**config.mk**
```make
export PLATFORM = sky130hd
export DESIGN_NAME = eii_interp
export DESIGN_NICKNAME = d
export VERILOG_FILES = /design/src/eii_pkg.sv /design/src/eii_cond.sv /design/src/eii_decode.sv /design/src/eii_interp.sv
export VERILOG_INCLUDE_DIRS = /design/src
export SDC_FILE = /design/constraint.sdc
export NUM_CORES = 1
export LEC_CHECK = 0
export BUFFER_PORTS_ARGS = -buffer_cell sky130_fd_sc_hd__buf_2
export CAP_MARGIN = 20
export CORE_MARGIN = 2
export CORE_UTILIZATION = 52
export CTS_CLUSTER_DIAMETER = 60
export DETAILED_ROUTE_END_ITERATION = 10
export PLACE_DENSITY = 0.82
export SLEW_MARGIN = 30
export SYNTH_ARGS = -nofsm -noshare
export SYNTH_HDL_FRONTEND = slang
export SYNTH_SLANG_ARGS = --single-unit
```
**constraint.sdc**
```tcl
create_clock -name clock -period 2.1 [get_ports clock]
set_input_delay 0.42 -clock clock [delete_from_list [all_inputs] [get_ports clock]]
set_output_delay 0.42 -clock clock [all_outputs]
set_load 0.05 [all_outputs]
```
**src/eii_consts.svh**
```systemverilog
// Constants of the instruction interpreter: opcodes, field positions, reset values.
// Assumes inclusion by bare name from the package and design files.
`ifndef EII_CONSTS_SVH
`define EII_CONSTS_SVH
`define EII_OP_XFER_MAX 8'h7F
`define EII_OP_APPLY 8'h80
`define EII_OP_CAL_ALL 8'h90
`define EII_OP_CAL_SYS 8'h91
`define EII_OP_CAL_AP0 8'h92
`define EII_OP_CAL_AP1 8'h93
`define EII_OP_FR_ALL 8'h98
`define EII_OP_FR_DL0 8'h99
`define EII_OP_FR_DL1 8'h9A
`define EII_OP_SYNC_ALL 8'hA0
`define EII_OP_SYNC_CH0 8'hA1
`define EII_OP_SYNC_CH1 8'hA2
`define EII_OP_COND_BASE 8'hB0
`define EII_OP_COND_HI_NIB 4'hB
`define EII_OP_PAUSE 8'hFE
`define EII_OP_END 8'hFF
`define EII_XFER_FLAG_BIT 7
`define EII_ADDR_RESET 16'h0000
`define EII_MAP_RESET 16'h0000
`endif

```
**src/eii_pkg.sv**
```systemverilog
// Types shared by the instruction interpreter files.
// Assumes eii_consts.svh sits in the same folder.
`include "eii_consts.svh"
package eii_pkg;
  typedef enum logic [3:0] {
    EII_IDLE,
    EII_OPC,
    EII_ADH,
    EII_ADL,
    EII_DATA,
    EII_CRC,
    EII_DONE
  } eii_state_e;
  typedef enum logic [1:0] {
    EII_MODE_NONE,
    EII_MODE_DOWN,
    EII_MODE_UP
  } eii_mode_e;
  typedef logic [7:0] eii_byte_t;
endpackage

```
**src/eii_cond.sv**
```systemverilog
// Condition map and skip decision of the instruction interpreter.
// Assumes single clock, synchronous active-high reset.
`timescale 1ns/1ps
`default_nettype none
`include "eii_consts.svh"
module eii_cond
(
  input wire logic clock,
  input wire logic rst,
  input wire logic clear,
  input wire logic cond_hit,
  input wire logic [3:0] cond_value,
  input wire logic [3:0] cond_id,
  output logic skip
);
  typedef struct packed {
    logic [15:0] map;
  } eii_cond_s;
  eii_cond_s st_r;
  eii_cond_s st_nxt;
  logic in_map;
  // ------------------------------------------------------------------
  // Map update.
  // ------------------------------------------------------------------
  always_comb
  begin
    st_nxt = st_r;
    if (clear)
    begin
      st_nxt.map = `EII_MAP_RESET;
    end
    else if (cond_hit)
    begin
      if (cond_value == 4'h0)
      begin
        st_nxt.map = `EII_MAP_RESET;
      end
      else
      begin
        st_nxt.map[cond_value] = 1'b1;
      end
    end
  end
  always_ff @(posedge clock)
  begin
    if (rst)
    begin
      st_r <= '{map: `EII_MAP_RESET};
    end
    else
    begin
      st_r <= st_nxt;
    end
  end
  // ------------------------------------------------------------------
  // Skip when ID nonzero, map not empty and ID absent.
  // ------------------------------------------------------------------
  assign in_map = st_r.map[cond_id];
  assign skip = (cond_id != 4'h0) && (st_r.map != `EII_MAP_RESET) && !in_map;
endmodule
`default_nettype wire

```
**src/eii_decode.sv**
```systemverilog
// Opcode decoder for the instruction interpreter.
// Assumes a byte in, combinational flags out.
`timescale 1ns/1ps
`default_nettype none
`include "eii_consts.svh"
module eii_decode
(
  input wire logic [7:0] opc,
  output logic is_xfer,
  output logic is_cond,
  output logic [5:0] action
);
  // ------------------------------------------------------------------
  // Classes and device action mask (EII_OP_CAL_ALL and EII_OP_FR_ALL set several bits; every sync opcode sets bit 5 only).
  // ------------------------------------------------------------------
  assign is_xfer = (opc[`EII_XFER_FLAG_BIT] == 1'b0);
  assign is_cond = (opc[7:4] == `EII_OP_COND_HI_NIB);
  always_comb
  begin
    action = 6'b00_0000;
    case (opc)
      `EII_OP_CAL_ALL: action = 6'b00_0111;
      `EII_OP_CAL_SYS: action = 6'b00_0001;
      `EII_OP_CAL_AP0: action = 6'b00_0010;
      `EII_OP_CAL_AP1: action = 6'b00_0100;
      `EII_OP_FR_ALL: action = 6'b01_1000;
      `EII_OP_FR_DL0: action = 6'b00_1000;
      `EII_OP_FR_DL1: action = 6'b01_0000;
      `EII_OP_SYNC_ALL: action = 6'b10_0000;
      `EII_OP_SYNC_CH0: action = 6'b10_0000;
      `EII_OP_SYNC_CH1: action = 6'b10_0000;
      default: action = 6'b00_0000;
    endcase
  end
endmodule
`default_nettype wire

```
**src/eii_interp.sv**
```systemverilog
// Top of the instruction interpreter: steps download bytes and upload bytes.
// Assumes a byte source with valid/ready, a register port and a memory sink,
// all on the same clock; transport, checksum and header logic lie outside.
`timescale 1ns/1ps
`default_nettype none
`include "eii_consts.svh"
module eii_interp
(
  input wire logic clock,
  input wire logic rst,
  input wire logic start_download,
  input wire logic start_upload,
  input wire logic [3:0] cond_id,
  input wire logic [7:0] in_byte,
  input wire logic in_valid,
  output logic in_ready,
  output logic reg_wr,
  output logic reg_rd,
  output logic [15:0] reg_addr,
  output logic [7:0] reg_wdata,
  input wire logic [7:0] reg_rdata,
  output logic mem_wr,
  output logic [15:0] mem_addr,
  output logic [7:0] mem_wdata,
  input wire logic mem_ready,
  input wire logic [7:0] crc_byte,
  output logic crc_check,
  output logic apply_pulse,
  output logic [2:0] cal_pulse,
  output logic [1:0] freerun_pulse,
  output logic [1:0] sync_pulse,
  output logic busy,
  output logic paused,
  output eii_pkg::eii_mode_e mode
);
  import eii_pkg::*;
  typedef struct packed {
    eii_state_e state;
    eii_mode_e mode;
    logic [15:0] ptr;
    logic [15:0] addr;
    logic [7:0] count;
    logic [7:0] opc;
    logic skipping;
    logic paused;
    logic [1:0] crc_left;
    logic reg_wr;
    logic reg_rd;
    logic [7:0] wdata;
    logic mem_wr;
    logic [15:0] mem_addr;
    logic [7:0] mem_data;
    logic crc_check;
    logic apply;
    logic [2:0] cal;
    logic [1:0] fr;
    logic [1:0] sync;
  } eii_top_s;
  eii_top_s st_r;
  eii_top_s st_nxt;
  logic is_xfer;
  logic is_cond;
  logic [5:0] action;
  logic skip;
  logic cond_hit;
  logic map_clear;
  logic take;
  logic up_ok;
  logic [1:0] sync_sel;
  // ------------------------------------------------------------------
  // Decoder and condition map.
  // ------------------------------------------------------------------
  eii_decode u_dec
  (
    .opc(in_byte),
    .is_xfer(is_xfer),
    .is_cond(is_cond),
    .action(action)
  );
  eii_cond u_cond
  (
    .clock(clock),
    .rst(rst),
    .clear(map_clear),
    .cond_hit(cond_hit),
    .cond_value(in_byte[3:0]),
    .cond_id(cond_id),
    .skip(skip)
  );
  // ------------------------------------------------------------------
  // Handshake terms.
  // ------------------------------------------------------------------
  assign up_ok = !st_r.mem_wr || mem_ready;
  always_comb
  begin
    in_ready = 1'b0;
    case (st_r.state)
      EII_OPC, EII_ADH, EII_ADL: in_ready = (st_r.mode == EII_MODE_DOWN) || up_ok;
      EII_DATA: in_ready = (st_r.mode == EII_MODE_DOWN);
      default: in_ready = 1'b0;
    endcase
  end
  assign take = in_valid && in_ready;
  assign cond_hit = take && (st_r.state == EII_OPC) && is_cond
    && (st_r.mode == EII_MODE_DOWN);
  assign map_clear = (st_r.state == EII_IDLE) && start_download;
  // ------------------------------------------------------------------
  // Channel select of the synchronize opcodes.
  // ------------------------------------------------------------------
  always_comb
  begin
    sync_sel = 2'b00;
    case (in_byte)
      `EII_OP_SYNC_ALL: sync_sel = 2'b11;
      `EII_OP_SYNC_CH0: sync_sel = 2'b01;
      `EII_OP_SYNC_CH1: sync_sel = 2'b10;
      default: sync_sel = 2'b00;
    endcase
  end
  // ------------------------------------------------------------------
  // Sequencer.
  // ------------------------------------------------------------------
  always_comb
  begin
    st_nxt = st_r;
    st_nxt.reg_wr = 1'b0;
    st_nxt.reg_rd = 1'b0;
    st_nxt.crc_check = 1'b0;
    st_nxt.apply = 1'b0;
    st_nxt.cal = 3'b000;
    st_nxt.fr = 2'b00;
    st_nxt.sync = 2'b00;
    if (st_r.mem_wr && mem_ready)
    begin
      st_nxt.mem_wr = 1'b0;
    end
    case (st_r.state)
      EII_IDLE:
      begin
        if (start_download)
        begin
          st_nxt.state = EII_OPC;
          st_nxt.mode = EII_MODE_DOWN;
          st_nxt.ptr = `EII_ADDR_RESET;
          st_nxt.skipping = 1'b0;
          st_nxt.paused = 1'b0;
        end
        else if (start_upload)
        begin
          st_nxt.state = EII_OPC;
          st_nxt.mode = EII_MODE_UP;
          st_nxt.paused = 1'b0;
        end
      end
      EII_OPC:
      begin
        if (take)
        begin
          st_nxt.opc = in_byte;
          if (st_r.mode == EII_MODE_UP)
          begin
            st_nxt.mem_wr = 1'b1;
            st_nxt.mem_addr = st_r.ptr;
            st_nxt.mem_data = in_byte;
            st_nxt.ptr = st_r.ptr + 16'h0001;
            if (in_byte == `EII_OP_PAUSE)
            begin
              st_nxt.mem_wr = 1'b0;
              st_nxt.ptr = st_r.ptr;
              st_nxt.state = EII_IDLE;
              st_nxt.mode = EII_MODE_NONE;
              st_nxt.paused = 1'b1;
            end
            else if (in_byte == `EII_OP_END)
            begin
              st_nxt.state = EII_CRC;
              st_nxt.crc_left = 2'b11;
            end
            else if (is_xfer)
            begin
              st_nxt.state = EII_ADH;
              st_nxt.count = in_byte;
            end
          end
          else
          begin
            st_nxt.ptr = st_r.ptr + 16'h0001;
            st_nxt.skipping = skip;
            if (in_byte == `EII_OP_END)
            begin
              st_nxt.ptr = `EII_ADDR_RESET;
              st_nxt.crc_check = 1'b1;
              st_nxt.state = EII_DONE;
            end
            else if (is_xfer)
            begin
              st_nxt.state = EII_ADH;
              st_nxt.count = in_byte;
            end
            else if (!is_cond && !skip)
            begin
              st_nxt.apply = (in_byte == `EII_OP_APPLY);
              st_nxt.cal = action[2:0];
              st_nxt.fr = action[4:3];
              st_nxt.sync = action[5] ? sync_sel : 2'b00;
            end
          end
        end
      end
      EII_ADH:
      begin
        if (take)
        begin
          st_nxt.addr[15:8] = in_byte;
          st_nxt.state = EII_ADL;
          if (st_r.mode == EII_MODE_UP)
          begin
            st_nxt.mem_wr = 1'b1;
            st_nxt.mem_addr = st_r.ptr;
            st_nxt.mem_data = in_byte;
          end
          st_nxt.ptr = st_r.ptr + 16'h0001;
        end
      end
      EII_ADL:
      begin
        if (take)
        begin
          st_nxt.addr[7:0] = in_byte;
          st_nxt.state = EII_DATA;
          if (st_r.mode == EII_MODE_UP)
          begin
            st_nxt.mem_wr = 1'b1;
            st_nxt.mem_addr = st_r.ptr;
            st_nxt.mem_data = in_byte;
            st_nxt.reg_rd = 1'b1;
          end
          st_nxt.ptr = st_r.ptr + 16'h0001;
        end
      end
      EII_DATA:
      begin
        if (st_r.mode == EII_MODE_DOWN)
        begin
          if (take)
          begin
            st_nxt.reg_wr = !st_r.skipping;
            st_nxt.wdata = in_byte;
            st_nxt.ptr = st_r.ptr + 16'h0001;
            if (st_r.reg_wr)
            begin
              st_nxt.addr = st_r.addr + 16'h0001;
            end
            if (st_r.count == 8'h00)
            begin
              st_nxt.state = EII_OPC;
            end
            st_nxt.count = st_r.count - 8'h01;
          end
          else if (st_r.reg_wr)
          begin
            st_nxt.addr = st_r.addr + 16'h0001;
          end
        end
        else if (up_ok && !st_r.reg_rd)
        begin
          st_nxt.mem_wr = 1'b1;
          st_nxt.mem_addr = st_r.ptr;
          st_nxt.mem_data = reg_rdata;
          st_nxt.ptr = st_r.ptr + 16'h0001;
          st_nxt.addr = st_r.addr + 16'h0001;
          st_nxt.count = st_r.count - 8'h01;
          if (st_r.count == 8'h00)
          begin
            st_nxt.state = EII_OPC;
          end
          else
          begin
            st_nxt.reg_rd = 1'b1;
          end
        end
      end
      EII_CRC:
      begin
        if (up_ok)
        begin
          st_nxt.mem_wr = 1'b1;
          st_nxt.mem_addr = st_r.ptr;
          st_nxt.mem_data = crc_byte;
          st_nxt.ptr = st_r.ptr + 16'h0001;
          st_nxt.crc_left = st_r.crc_left - 2'b01;
          if (st_r.crc_left == 2'b00)
          begin
            st_nxt.ptr = `EII_ADDR_RESET;
            st_nxt.state = EII_DONE;
          end
        end
      end
      EII_DONE:
      begin
        if (!st_r.mem_wr)
        begin
          st_nxt.state = EII_IDLE;
          st_nxt.mode = EII_MODE_NONE;
        end
      end
      default: st_nxt.state = EII_IDLE;
    endcase
  end
  // ------------------------------------------------------------------
  // State register.
  // ------------------------------------------------------------------
  always_ff @(posedge clock)
  begin
    if (rst)
    begin
      st_r <= '0;
    end
    else
    begin
      st_r <= st_nxt;
    end
  end
  // ------------------------------------------------------------------
  // Outputs.
  // ------------------------------------------------------------------
  assign reg_wr = st_r.reg_wr;
  assign reg_rd = st_r.reg_rd;
  assign reg_addr = st_r.addr;
  assign reg_wdata = st_r.wdata;
  assign mem_wr = st_r.mem_wr;
  assign mem_addr = st_r.mem_addr;
  assign mem_wdata = st_r.mem_data;
  assign crc_check = st_r.crc_check;
  assign apply_pulse = st_r.apply;
  assign cal_pulse = st_r.cal;
  assign freerun_pulse = st_r.fr;
  assign sync_pulse = st_r.sync;
  assign busy = (st_r.state != EII_IDLE);
  assign paused = st_r.paused;
  assign mode = st_r.mode;
endmodule
`default_nettype wire

```
=== Yosys cells after proc, flatten, opt, wreduce, memory -nomap -nowiden ===
Index checks and enable logic that the tools add are counted.

* Order comparisons: 3
* Multiplexer cells: 83
* Equal/unequal tests: 43
* Bitwise gates (word level): 8
* Reduce and logical (&&, ||, !) cells: 54
* Add/subtract/negate cells: 4

{| class="wikitable"
|+ Operator list
! cell !! number
|-
| 2-to-1 mux 25 bit || 6
|-
| 2-to-1 mux 16 bit || 8
|-
| == test 8 bit, second input constant || 13
|-
| case mux 25 bit (4 select lines) || 1
|-
| case mux 16 bit (6 select lines) || 1
|-
| 2-to-1 mux 40 bit || 2
|-
| 2-to-1 mux 8 bit || 9
|-
| 2-to-1 mux 4 bit || 13
|-
| case mux 6 bit (8 select lines) || 1
|-
| case mux 8 bit (2 select lines) || 3
|-
| 2-to-1 mux 34 bit || 1
|-
| adder 16 x 1 -> 16 bit, second input constant || 2
|-
| case mux 4 bit (7 select lines) || 1
|-
| 2-to-1 mux 24 bit || 1
|-
| 2-to-1 mux 22 bit || 1
|-
| inequality test 2 bit, second input constant || 11
|-
| 2-to-1 mux 20 bit || 1
|-
| 2-to-1 mux 18 bit || 1
|-
| 2-to-1 mux 6 bit || 3
|-
| OR 16 bit || 1
|-
| nonzero test 16 bit || 1
|-
| 2-to-1 mux 1 bit || 15
|-
| inequality test 3 bit, second input constant || 5
|-
| == test 4 x 3 -> 1 bit, second input constant || 3
|-
| other kinds (42) || 91
|}

* Word-level logic and storage cells: 217
* Output and inout bits: 65
* Input bits: 34
* Flip-flop bits (word level): 118

=== Logic depth before layout (Yosys ltp) ===
Gate-level depths: netlist of run 1.

* Depth in word-level cells: 12
* Depth in mapped cells: 9
* Gate-level depth less buffers: 8

=== Hierarchy ===
From an unflattened synthesis of run 1, not the netlist that was laid out.

* Cells, all modules: 796
* Area total of the unflattened synthesis: 6379.9 sq um

{| class="wikitable"
|+ By module, submodules not included
! module !! instances !! sequential area each (sq um) !! cells each !! area an instance (sq um)
|-
| eii_interp || 1 || 1881.8 || 707 || 5531.6
|-
| eii_cond || 1 || 320.3 || 76 || 716.9
|-
| eii_decode || 1 || 0.0 || 13 || 131.4
|}

=== Worst setup path before layout of run 1 ===
OpenSTA, ideal clock, no wires.

* Path type: flip-flop to flip-flop
* Start: register st_r (netlist bit mem_wr)
* End: register st_r (netlist bit mem_addr[10])
* Buffers on the path: 1
* Arrival time: 2.140 ns
* Path slack: -0.168 ns
* Clock period less this slack: 2.268 ns
* Stages on the path, launching flop included: 8
* Data required time: 1.972 ns
* Library setup time: 0.128 ns
* Cells stage by stage: dfxtp_1 nand2b_1 o21ai_1 nor3_1 o221ai_2 buf_4 mux2i_1 nor2_1

* Cells in the longest elaborated chain, start to end: 7
* Elaborated cells between the ends (all ways): 11
* Those cells by class: eq/ne (4); mux (1); reduce/logical (6)

{| class="wikitable"
|+ RTL lines
! what !! RTL line !! RTL
|-
| start: declaration || eii_interp.sv:59 || <nowiki>eii_top_s st_r;</nowiki>
|-
| start signal: assignment || eii_interp.sv:321 || <nowiki>st_r <= st_nxt;</nowiki>
|-
| logical NOT 1 bit * || - ||
|-
| logical OR 1 bit * || eii_interp.sv:93 || <nowiki>assign up_ok = !st_r.mem_wr || mem_ready;</nowiki>
|-
| logical OR 1 bit || eii_interp.sv:98 || <nowiki>EII_OPC, EII_ADH, EII_ADL: in_ready = (st_r.mode == EII_MODE_DOWN) || up_ok;</nowiki>
|-
| case mux 1 bit (2 select lines) || eii_interp.sv:97 || <nowiki>case (st_r.state)</nowiki>
|-
| logical AND 1 bit || eii_interp.sv:103 || <nowiki>assign take = in_valid && in_ready;</nowiki>
|-
| inequality test 2 x 1 -> 1 bit (no source line) / inequality test 2 bit (equally long branches) || - ||
|-
| AND reduction 8 bit (no source line) * || - ||
|}

Mark *: on every way between the ends. The rest lies on a longest branch, timed or not.
A chain may end at the register's enable or synchronous reset.

=== Worst setup path in the final report of run 1 ===
* Start: register st_r[99] in the netlist's numbering
* End: output in_ready

* Cells in the longest elaborated chain, start to end: 3
* Elaborated cells between the ends (all ways): 6
* Those cells by class: eq/ne (4); mux (1); reduce/logical (1)

{| class="wikitable"
|+ RTL lines
! what !! RTL line !! RTL
|-
| == test 4 x 1 -> 1 bit / == test 4 x 2 -> 1 bit (equally long branches) || eii_interp.sv:97 ||
|-
| OR reduction 3 bit || eii_interp.sv:97 ||
|-
| case mux 1 bit (2 select lines) * || eii_interp.sv:97 ||
|-
| end: declaration || eii_interp.sv:16 || <nowiki>output logic in_ready,</nowiki>
|}

Marks and branches as above.

==> results of run 1 <==
## registers in the layout, summed over array words and instances, names as in the netlist
register       flops
apply_pulse        1
mode               2
crc_check          1
sync_pulse         2
reg_rd             1
mem_addr          16
reg_wdata          8
reg_addr          16
paused             1
st_r              31
freerun_pulse      2
mem_wr             1
u_cond.st_r       16
reg_wr             1
mem_wdata          8
cal_pulse          3
## critical path: stages (launching register included)
cell and delay (ns):
dfxtp_4 0.39, buf_4 0.14, nor3_2 0.28, a22oi_2 0.22
buf_4 0.17, nor2_1 0.15, buf_6 0.18
## synth_stat cells, types with 5 or more instances
master | number | area, sq um
a211oi_1 | 8 | 60.1
a21oi_1 | 73 | 365
a222oi_1 | 8 | 80.1
a22oi_1 | 8 | 60.1
a311oi_1 | 5 | 43.8
a31oi_1 | 13 | 81.3
and3_1 | 5 | 31.3
and4_1 | 5 | 43.8
buf_2 | 10 | 50.1
buf_4 | 58 | 435
clkbuf_1 | 34 | 128
dfxtp_1 | 110 | 2200
ha_1 | 5 | 62.6
inv_1 | 24 | 90.1
mux2i_1 | 23 | 230
nand2_1 | 71 | 267
nand2b_1 | 9 | 56.3
nand3_1 | 21 | 105
nand3b_1 | 5 | 37.5
nand4_1 | 10 | 62.6
nand4b_1 | 7 | 61.3
nor2_1 | 80 | 300
nor2b_1 | 11 | 68.8
nor3_1 | 30 | 150
nor4_1 | 11 | 68.8
o21ai_0 | 37 | 185
o22ai_1 | 6 | 37.5
o32ai_1 | 6 | 52.6
or2_2 | 7 | 43.8
or3_1 | 5 | 31.3
## area by class of cell
type,instances,area [sq um],area share (%)
tap,147,184,2.23
clock buffer,11,243,2.94
timing repair buffer,235,1710,20.7
multi-input combinational,543,3750,45.5
clock inverter,5,42.5,0.516
sequential,110,2220,27.0
inverter,24,90.1,1.09
## repair_timing
action,4_1_cts,5_1_grt
resized for setup,29,81
endpoints found under the setup margin,82,96
gates cloned,1,2
buffers inserted,1,13
pin swaps,7,35
## through the flow
| stage | hold WS (ns) | instances | setup TNS (ns) | total power [W] |
|---|---|---|---|---|
| global route | 0.351 | 1075 | -9.96 | 0.00483 |
| global placement | 0.412 | 1042 | -5.91 | 0.00286 |
| floorplan | 0.401 | 782 | -0.0436 | 0.00259 |
| finish | 0.333 | 1075 | -6.98 | 0.00470 |
| CTS | 0.333 | 1060 | -4.00 | 0.00452 |
| detailed placement | 0.418 | 1042 | -7.59 | 0.00287 |
## report_power, final
| part | internal, W | switching, W |
|---|---|---|
| clock | 0.000852 | 0.000833 |
| combinational | 0.000371 | 0.000509 |
| sequential | 0.00211 | 0.0000310 |
## routing by layer
layer  routed length (um)  track usage [%]  vias to the layer above
met4                 1080             13.0                        0
met2                 9770             45.6                      428
met3                 1890             4.62                      103
met1                 8010             36.8                     3212
met5                    0                0                        -
li1                     -                -                     3081
## cells by family after synthesis
group / after synthesis / synth area share, %
simple gates: 303 / 25.5
compound gates: 202 / 20.9
buf+inv: 130 / 11.6
flops: 110 / 35.3
mux: 27 / 5.13
fa+ha+maj: 5 / 1.00
xor+xnor: 4 / 0.562
other cells: 1 / 0.0601
## final timing paths
check            endpoint  depth (start not counted)
max              in_ready                          6
min reg2reg        reg_wr                          1
max reg2reg   reg_addr[0]                          7
min          mem_wdata[1]                          3
==> flow_summary.toml, run 1 <==
[status]
status = "complete, but fails checks"
failing_checks = "setup timing"

[placement]
placed_area_sq_um = 7320
detailed_place_hpwl_um = 13100
place_ws_ns = -0.170
place.gp.congestion = 1.00
placement.io_buffers = 98

[logic_synthesis]
synth-warning-count = 0
syn_inst = 782
syn_area_per_cell_sq_um = 7.98
synth_enable_flop_cells = 0
ys_seq_elements = 110
post_synth_instance_area_sq_um = 6240
postSynth.topFlopCell = "dfxtp_1"
ys_async_sr_fraction_pct = 0
syn_nets = 821
sequential_share_of_the_synthesized_area_pct = 35.3
cell_variety_after_synth = 76

[power_and_ir_drop]
p_leak_nw = 3.45
power.density_cell_area_nw_per_um2 = 570
max-vdd-ir-drop_v = 0.000460

[setup_path]
path_max_fanout = 6
ff2ff_setup_slack_ns = -0.19
worstPathRequired_ns = 1.68
timing_worst_setup_path_type = "reg2out"
worstReg2RegStart = "st_r[99]"
start_kind = "register"
worst_ep_arrival_time_ns = 1.90
crit_path_start = "st_r[99]"
cp-end-kind = "output port"

[min_path]
hp-start = "reg_rdata[1]"
hp-class = "in2reg"

[layout]
area_growth_syn_to_layout_pct = 32.1
final_common_cell = "buf_4"
final_cell_mix = "buf_4, dfxtp_1, buf_2"
n_fill_cell = 851
diodes = 0
drive_gt1_share_pct = 38.4
final_core_util_pct = 69.5
finish.instance_area_sq_um = 8240
layout.nets = 962

[floorplan]
die_area_sq_um = 12900
die_extent_in_y_um = 114
core_area_sq_um = 11900
initial_utilization_pct = 52.6
boundaryPins = 99
row_count = 40
die-width_um = 114

[grt]
grt.total_usage_pct = 28.1
first_global_vias = 5894
global_route.overflow_total = 0
grt_max_degree = 84
grt_pass1_wl_um = 29100
antenna_violations_before_repair = 0

[timing]
setup_ws_ns = -0.220
final.min_clock_period_ns = 2.32
worst_slew_pin_slew_ns = 0.671
max_freq_ghz = 0.431
finalHoldViolations = 0
worst_clock_skew_ns = 0.0121
relSlewSlack_pct = 55.1
drv_slew = 0
rsz_0062_raised_after_global_routing = "true"
period_share_pct = 110
finalSetupViolCount = 65

[drt]
ant_nets = 0
drt_drc_violations_left = 0
detailedRoute.firstIterationViolations = 879
num_vias = 6824
vias_per_cell = 6.35
finalWirelength_um = 20700
wl_per_cell_um = 19.3
drt_pass1_iterations = 7

[clocking]
clk-insertion-delay-late_ns = 0.37
clkTransAtPathRegs_ns = 0.08
cts-root-to-sink-buffers = 2
cts_made_buffers = 9
cts_tree = "yes"
clock_sinks = 110
ctsRootBufferMaster = "clkbuf_16"
htree_num_levels = 3
cts_hold_repair.buffers = 0

[job]
max_capacitance_violation_count = 0
Power figures use the tool's default switching activity.
==> inputs of run 2 (changes only) <==
- GPL_TIMING_DRIVEN: default -> 0
==> flow_summary.toml, run 2 (same netlist as run 1, synthesis figures left out) <==
[status]
status = "complete, but fails checks"
failing_checks = "setup timing"

[power_and_ir_drop]
max-vdd-ir-drop_v = 0.000409
p_leak_nw = 3.42
power.density_cell_area_nw_per_um2 = 553
power_w = 0.00454

[grt]
grt_max_degree = 17
antenna_violations_before_repair = 0
grt.total_usage_pct = 29.4
global_route.overflow_total = 0
first_global_vias = 6039
grt_pass1_wl_um = 30500

[timing]
final.min_clock_period_ns = 2.26
fin_hold_ws_ns = 0.337
finalSetupViolCount = 50
setup_ws_ns = -0.160
drv_slew = 0
period_share_pct = 108
worst_slew_pin_slew_ns = 0.886
finalHoldViolations = 0
worst_clock_skew_ns = 0.0107
relSlewSlack_pct = 40.9
max_freq_ghz = 0.442
rsz_0062_raised_after_global_routing = "true"

[drt]
drt_drc_violations_left = 0
drt_pass1_iterations = 8
num_vias = 6790
ant_nets = 0
finalWirelength_um = 20700
vias_per_cell = 6.33
detailedRoute.firstIterationViolations = 866
wl_per_cell_um = 19.3

[placement]
place.gp.congestion = 0.957
placement.io_buffers = 93
placed_area_sq_um = 6950
place_ws_ns = -0.718
detailed_place_hpwl_um = 13200

[setup_path]
worstPathRequired_ns = 2.32
start_kind = "register"
crit_path_start = "st_r[99]"
cp-end-kind = "register"
path_max_fanout = 10
timing_worst_setup_path_type = "reg2reg"
worstReg2RegStart = "st_r[99]"
worst_ep_arrival_time_ns = 2.48

[clocking]
ctsRootBufferMaster = "clkbuf_16"
clkTransAtPathRegs_ns = 0.07
clk-insertion-delay-late_ns = 0.36
htree_num_levels = 3
cts_tree = "yes"
cts_hold_repair.buffers = 0
cts-root-to-sink-buffers = 2
clock_sinks = 110
cts_made_buffers = 9

[layout]
layout.nets = 962
area_growth_syn_to_layout_pct = 31.4
finish.instance_area_sq_um = 8200
diodes = 0
largest_register_ffs = 31
registers.top_by_ff_count = "st_r"
final_cell_mix = "dfxtp_1, buf_2, buf_4"
drive_gt1_share_pct = 36.6
final_common_cell = "dfxtp_1"

[floorplan]
row_count = 40
initial_utilization_pct = 52.6
boundaryPins = 99
die-width_um = 114
die_extent_in_y_um = 114
die_area_sq_um = 12900
core_area_sq_um = 11900

[min_path]
hp-start = "reg_rdata[3]"
hp-class = "in2reg"

[job]
max_capacitance_violation_count = 0
run 2: worst max-delay path, stage by stage (launching register included):
cell and delay (ns):
dfxtp_4 0.37, buf_8 0.14, buf_4 0.19, nand2_4 0.09, nand4b_1 0.15, a211o_1 0.37, nand3b_1 0.28, nor2b_1 0.36
a311oi_2 0.16
run 2: layer usage:
layer  part of all wire, %  up-vias  track usage [%]
met5                     0        -                0
met4                   4.0        0             14.4
met3                   9.2       90             6.32
met2                    47      422             46.5
met1                    40     3207             38.4
li1                      -     3071                -
run 2: area by class of cell:
class                      count  area (sq um)
clock inverter                 3          22.5
timing repair buffer         130           779
sequential                   110          2220
inverter                      24          90.1
clock buffer                  11           233
fill                         920          3660
buffer                       106           779
multi-input combinational    542          3890
tap                          147           184
run 2: power by group:
part / leakage, nW / internal [W] / switching, W
registers: 0.892 / 0.00210 / 0.0000329
clock network: 0.126 / 0.000798 / 0.000776
logic: 2.40 / 0.000308 / 0.000516
total: 3.42 / 0.00321 / 0.00133
run 2: timing repair:
action                                  in CTS  in global routing
hold endpoints to repair                     0                  0
buffers inserted                            22                 14
pin swaps                                   23                 38
gates cloned                                 2                  0
endpoints found under the setup margin     109                101
resized for setup                           97                 97
run 2: final timing paths:
check	to	slack, ns	depth (start not counted)
max	st_r[87]	-0.16	8
min	mem_wdata[3]	0.34	3
max reg2reg	st_r[87]	-0.16	8
min reg2reg	reg_wr	0.44	1
run 2: through the flow:
stage | util, % | setup TNS [ns] | cells
after floorplan | - | -0.0436 | 782
after global placement | 58.5 | -47.27 | 1022
after detailed placement | 58.6 | -45.46 | 1022
after CTS | 65.1 | -0.642 | 1060
after global routing | 69.1 | -5.54 | 1073
final | 69.1 | -2.68 | 1073
==> inputs of run 3 (changes only) <==
- SYNTH_HIERARCHICAL: default -> 1
==> flow_summary.toml, run 3 <==
[power_and_ir_drop]
power_switching_w = 0.00289
clockPowerShare_pct = 23.3
p_leak_nw = 3.57
power.sequential.fraction_pct = 32.4
power.density_cell_area_nw_per_um2 = 820
max-vdd-ir-drop_v = 0.000594
internal_power_w = 0.00427
switching_share_pct = 40.3
combinationalPowerShare_pct = 44.3

[timing]
relSlewSlack_pct = 39.6
worst_clock_skew_ns = 0.00861
rsz_0062_raised_after_global_routing = "true"
setup_ws_ns = -0.294
finalSetupViolCount = 82
fin_tns_setup_ns = -10.74
fin_hold_ws_ns = 0.348
worst_slew_pin_slew_ns = 0.907
drv_slew = 0
finalHoldViolations = 0
period_share_pct = 114
max_freq_ghz = 0.418
final.min_clock_period_ns = 2.39

[clocking]
clk-insertion-delay-late_ns = 0.37
ctsRootBufferMaster = "clkbuf_16"
cts_made_buffers = 9
htree_num_levels = 3
clkTransAtPathRegs_ns = 0.08
cts_tree = "yes"
cts-root-to-sink-buffers = 2
cts_hold_repair.buffers = 0
clock_sinks = 110

[placement]
placement.io_buffers = 96
place.gp.congestion = 1.02
detailed_place_hpwl_um = 14200
place_ws_ns = -0.679
placedCellCount = 1039

[drt]
detailedRoute.firstIterationViolations = 1056
ant_nets = 0
dr.max_layer_used = "met4"
finalWirelength_um = 23800
met2_wirelength_um = 10500
wl_per_cell_um = 21.1
vias_per_cell = 6.62
routed_wl_met3_um = 3050
drt_pass1_iterations = 6
drt_drc_violations_left = 0
wl_met1_um = 9070
num_vias = 7459

[setup_path]
timing_worst_setup_path_type = "reg2reg"
cp-end-kind = "register"
worstPathRequired_ns = 2.40
worst_ep_arrival_time_ns = 2.70
path_max_fanout = 7
start_kind = "register"

[logic_synthesis]
syn_nets = 835
postSynth.topFlopCell = "dfxtp_1"
ys_seq_elements = 110
synth_top_area_share_pct = 34.5
post_synth_instance_area_sq_um = 6380
yosys.area.top_type = "dfxtp_1"
cell_variety_after_synth = 85
synth_enable_flop_cells = 0
top_count_cell_post_synth = "dfxtp_1"
syn_area_per_cell_sq_um = 8.01
sequential_share_of_the_synthesized_area_pct = 34.5
synth-warning-count = 6
ys_async_sr_fraction_pct = 0
synth.top_cells.by_area = "dfxtp_1, buf_4, a21oi_1"
synth_commonest_cells = "dfxtp_1, nand2_1, a21oi_1"
syn_inst = 796

[layout]
area_growth_syn_to_layout_pct = 36.9
n_fill_cell = 825
largest_register_ffs = 31
diodes = 0
final_cell_count_no_fill = 1127
final_core_util_pct = 72.7
drive_gt1_share_pct = 39.2
final_common_cell = "buf_4"
final_cell_mix = "buf_4, dfxtp_1, buf_2"
layout.nets = 1014
registers.top_by_ff_count = "st_r"

[floorplan]
die_area_sq_um = 13200
die_extent_in_y_um = 115
initial_utilization_pct = 53.1
row_count = 40
die-width_um = 115
boundaryPins = 99
core_area_sq_um = 12000

[job]
max_capacitance_violation_count = 0

[min_path]
hp-class = "in2reg"

[grt]
grt_max_degree = 20
first_global_vias = 6170
antenna_violations_before_repair = 0
grt.total_usage_pct = 31.2
global_route.overflow_total = 0
grt_pass1_wl_um = 32200

[status]
failing_checks = "setup timing"
status = "complete, but fails checks"
[run 3: cell count changes after synthesis, sizes merged, moves of 6 or more]
cell	change
a21oi	+6
a22oi	-6
and2	+6
and3	+6
clkbuf	-6
inv	-11
mux2i	-8
nand2	+28
nand3	+7
nor2	-13
nor3	-13
o31ai	+10
[run 3: power by group through the flow]
stage / Clock (W) / Combinational (W) / Sequential, W
after detailed placement: 0 / 0.00211 / 0.00232
after CTS: 0.00167 / 0.00256 / 0.00229
final: 0.00167 / 0.00317 / 0.00232
after global routing: 0.00175 / 0.00326 / 0.00233
after floorplan: 0 / 0.00152 / 0.00234
after global placement: 0 / 0.00208 / 0.00232
[run 3: stage by stage]
step,power [W],cell area (sq um)
finish,0.00716,8730
global route,0.00734,8730
CTS,0.00652,8090
detailed placement,0.00443,7150
global placement,0.00440,7150
floorplan,0.00385,6490
[run 3: worst max-delay path: stages, from the launching register on]
cell     delay (ns)
dfxtp_1        0.49
nand4_1        0.27
nor3b_1        0.70
nand2_1        0.20
or4b_4         0.55
a21oi_2        0.11
[run 3: layer usage]
layer	vias up	GRT usage, %
li1	3256	-
met1	3429	42.5
met2	636	46.4
met3	138	7.17
met4	0	16.0
met5	-	0
[run 3: layout make-up]
cell class                      instances  area, sq um  share of cell area (%)
Clock buffer                           10          239                    2.74
Tap cell                              147          184                    2.11
Multi-Input combinational cell        576         4120                    47.1
Timing Repair Buffer                  168         1110                    12.7
Buffer                                 97          766                    8.77
Clock inverter                          6         47.5                   0.544
Inverter                               13         48.8                   0.559
Sequential cell                       110         2220                    25.5
[run 3: final timing paths]
kind                            slack [ns]             end  depth (start not counted)      startpoint
worst min register to register        0.45  u_cond/st_r[0]                          2  u_cond/st_r[0]
worst min-delay path                  0.35    mem_wdata[2]                          3     crc_byte[2]
worst max register to register       -0.29        st_r[91]                          5        st_r[83]
worst max-delay path                 -0.29        st_r[91]                          5        st_r[83]
[run 3: repair_timing]
| item | in CTS | in global routing |
|---|---|---|
| endpoints found under the setup margin | 100 | 108 |
| pin swaps | 41 | 37 |
| gates cloned | 2 | 3 |
| resized for setup | 101 | 99 |
| buffers inserted | 37 | 31 |
[run 3: kinds of logic (layout without fill, tap and decap cells)]
group	after synthesis	after routing	synth area share [%]
XOR/XNOR	4	4	0.549
multiplexers	19	19	3.71
adder cells (fa/ha/maj)	5	5	0.981
AND/OR/NAND/NOR	313	314	25.5
other	1	1	0.0588
flip-flops	110	110	34.5
AO/OA/AOI/OAI	233	233	24.6
buffers and inverters	111	294	10.2
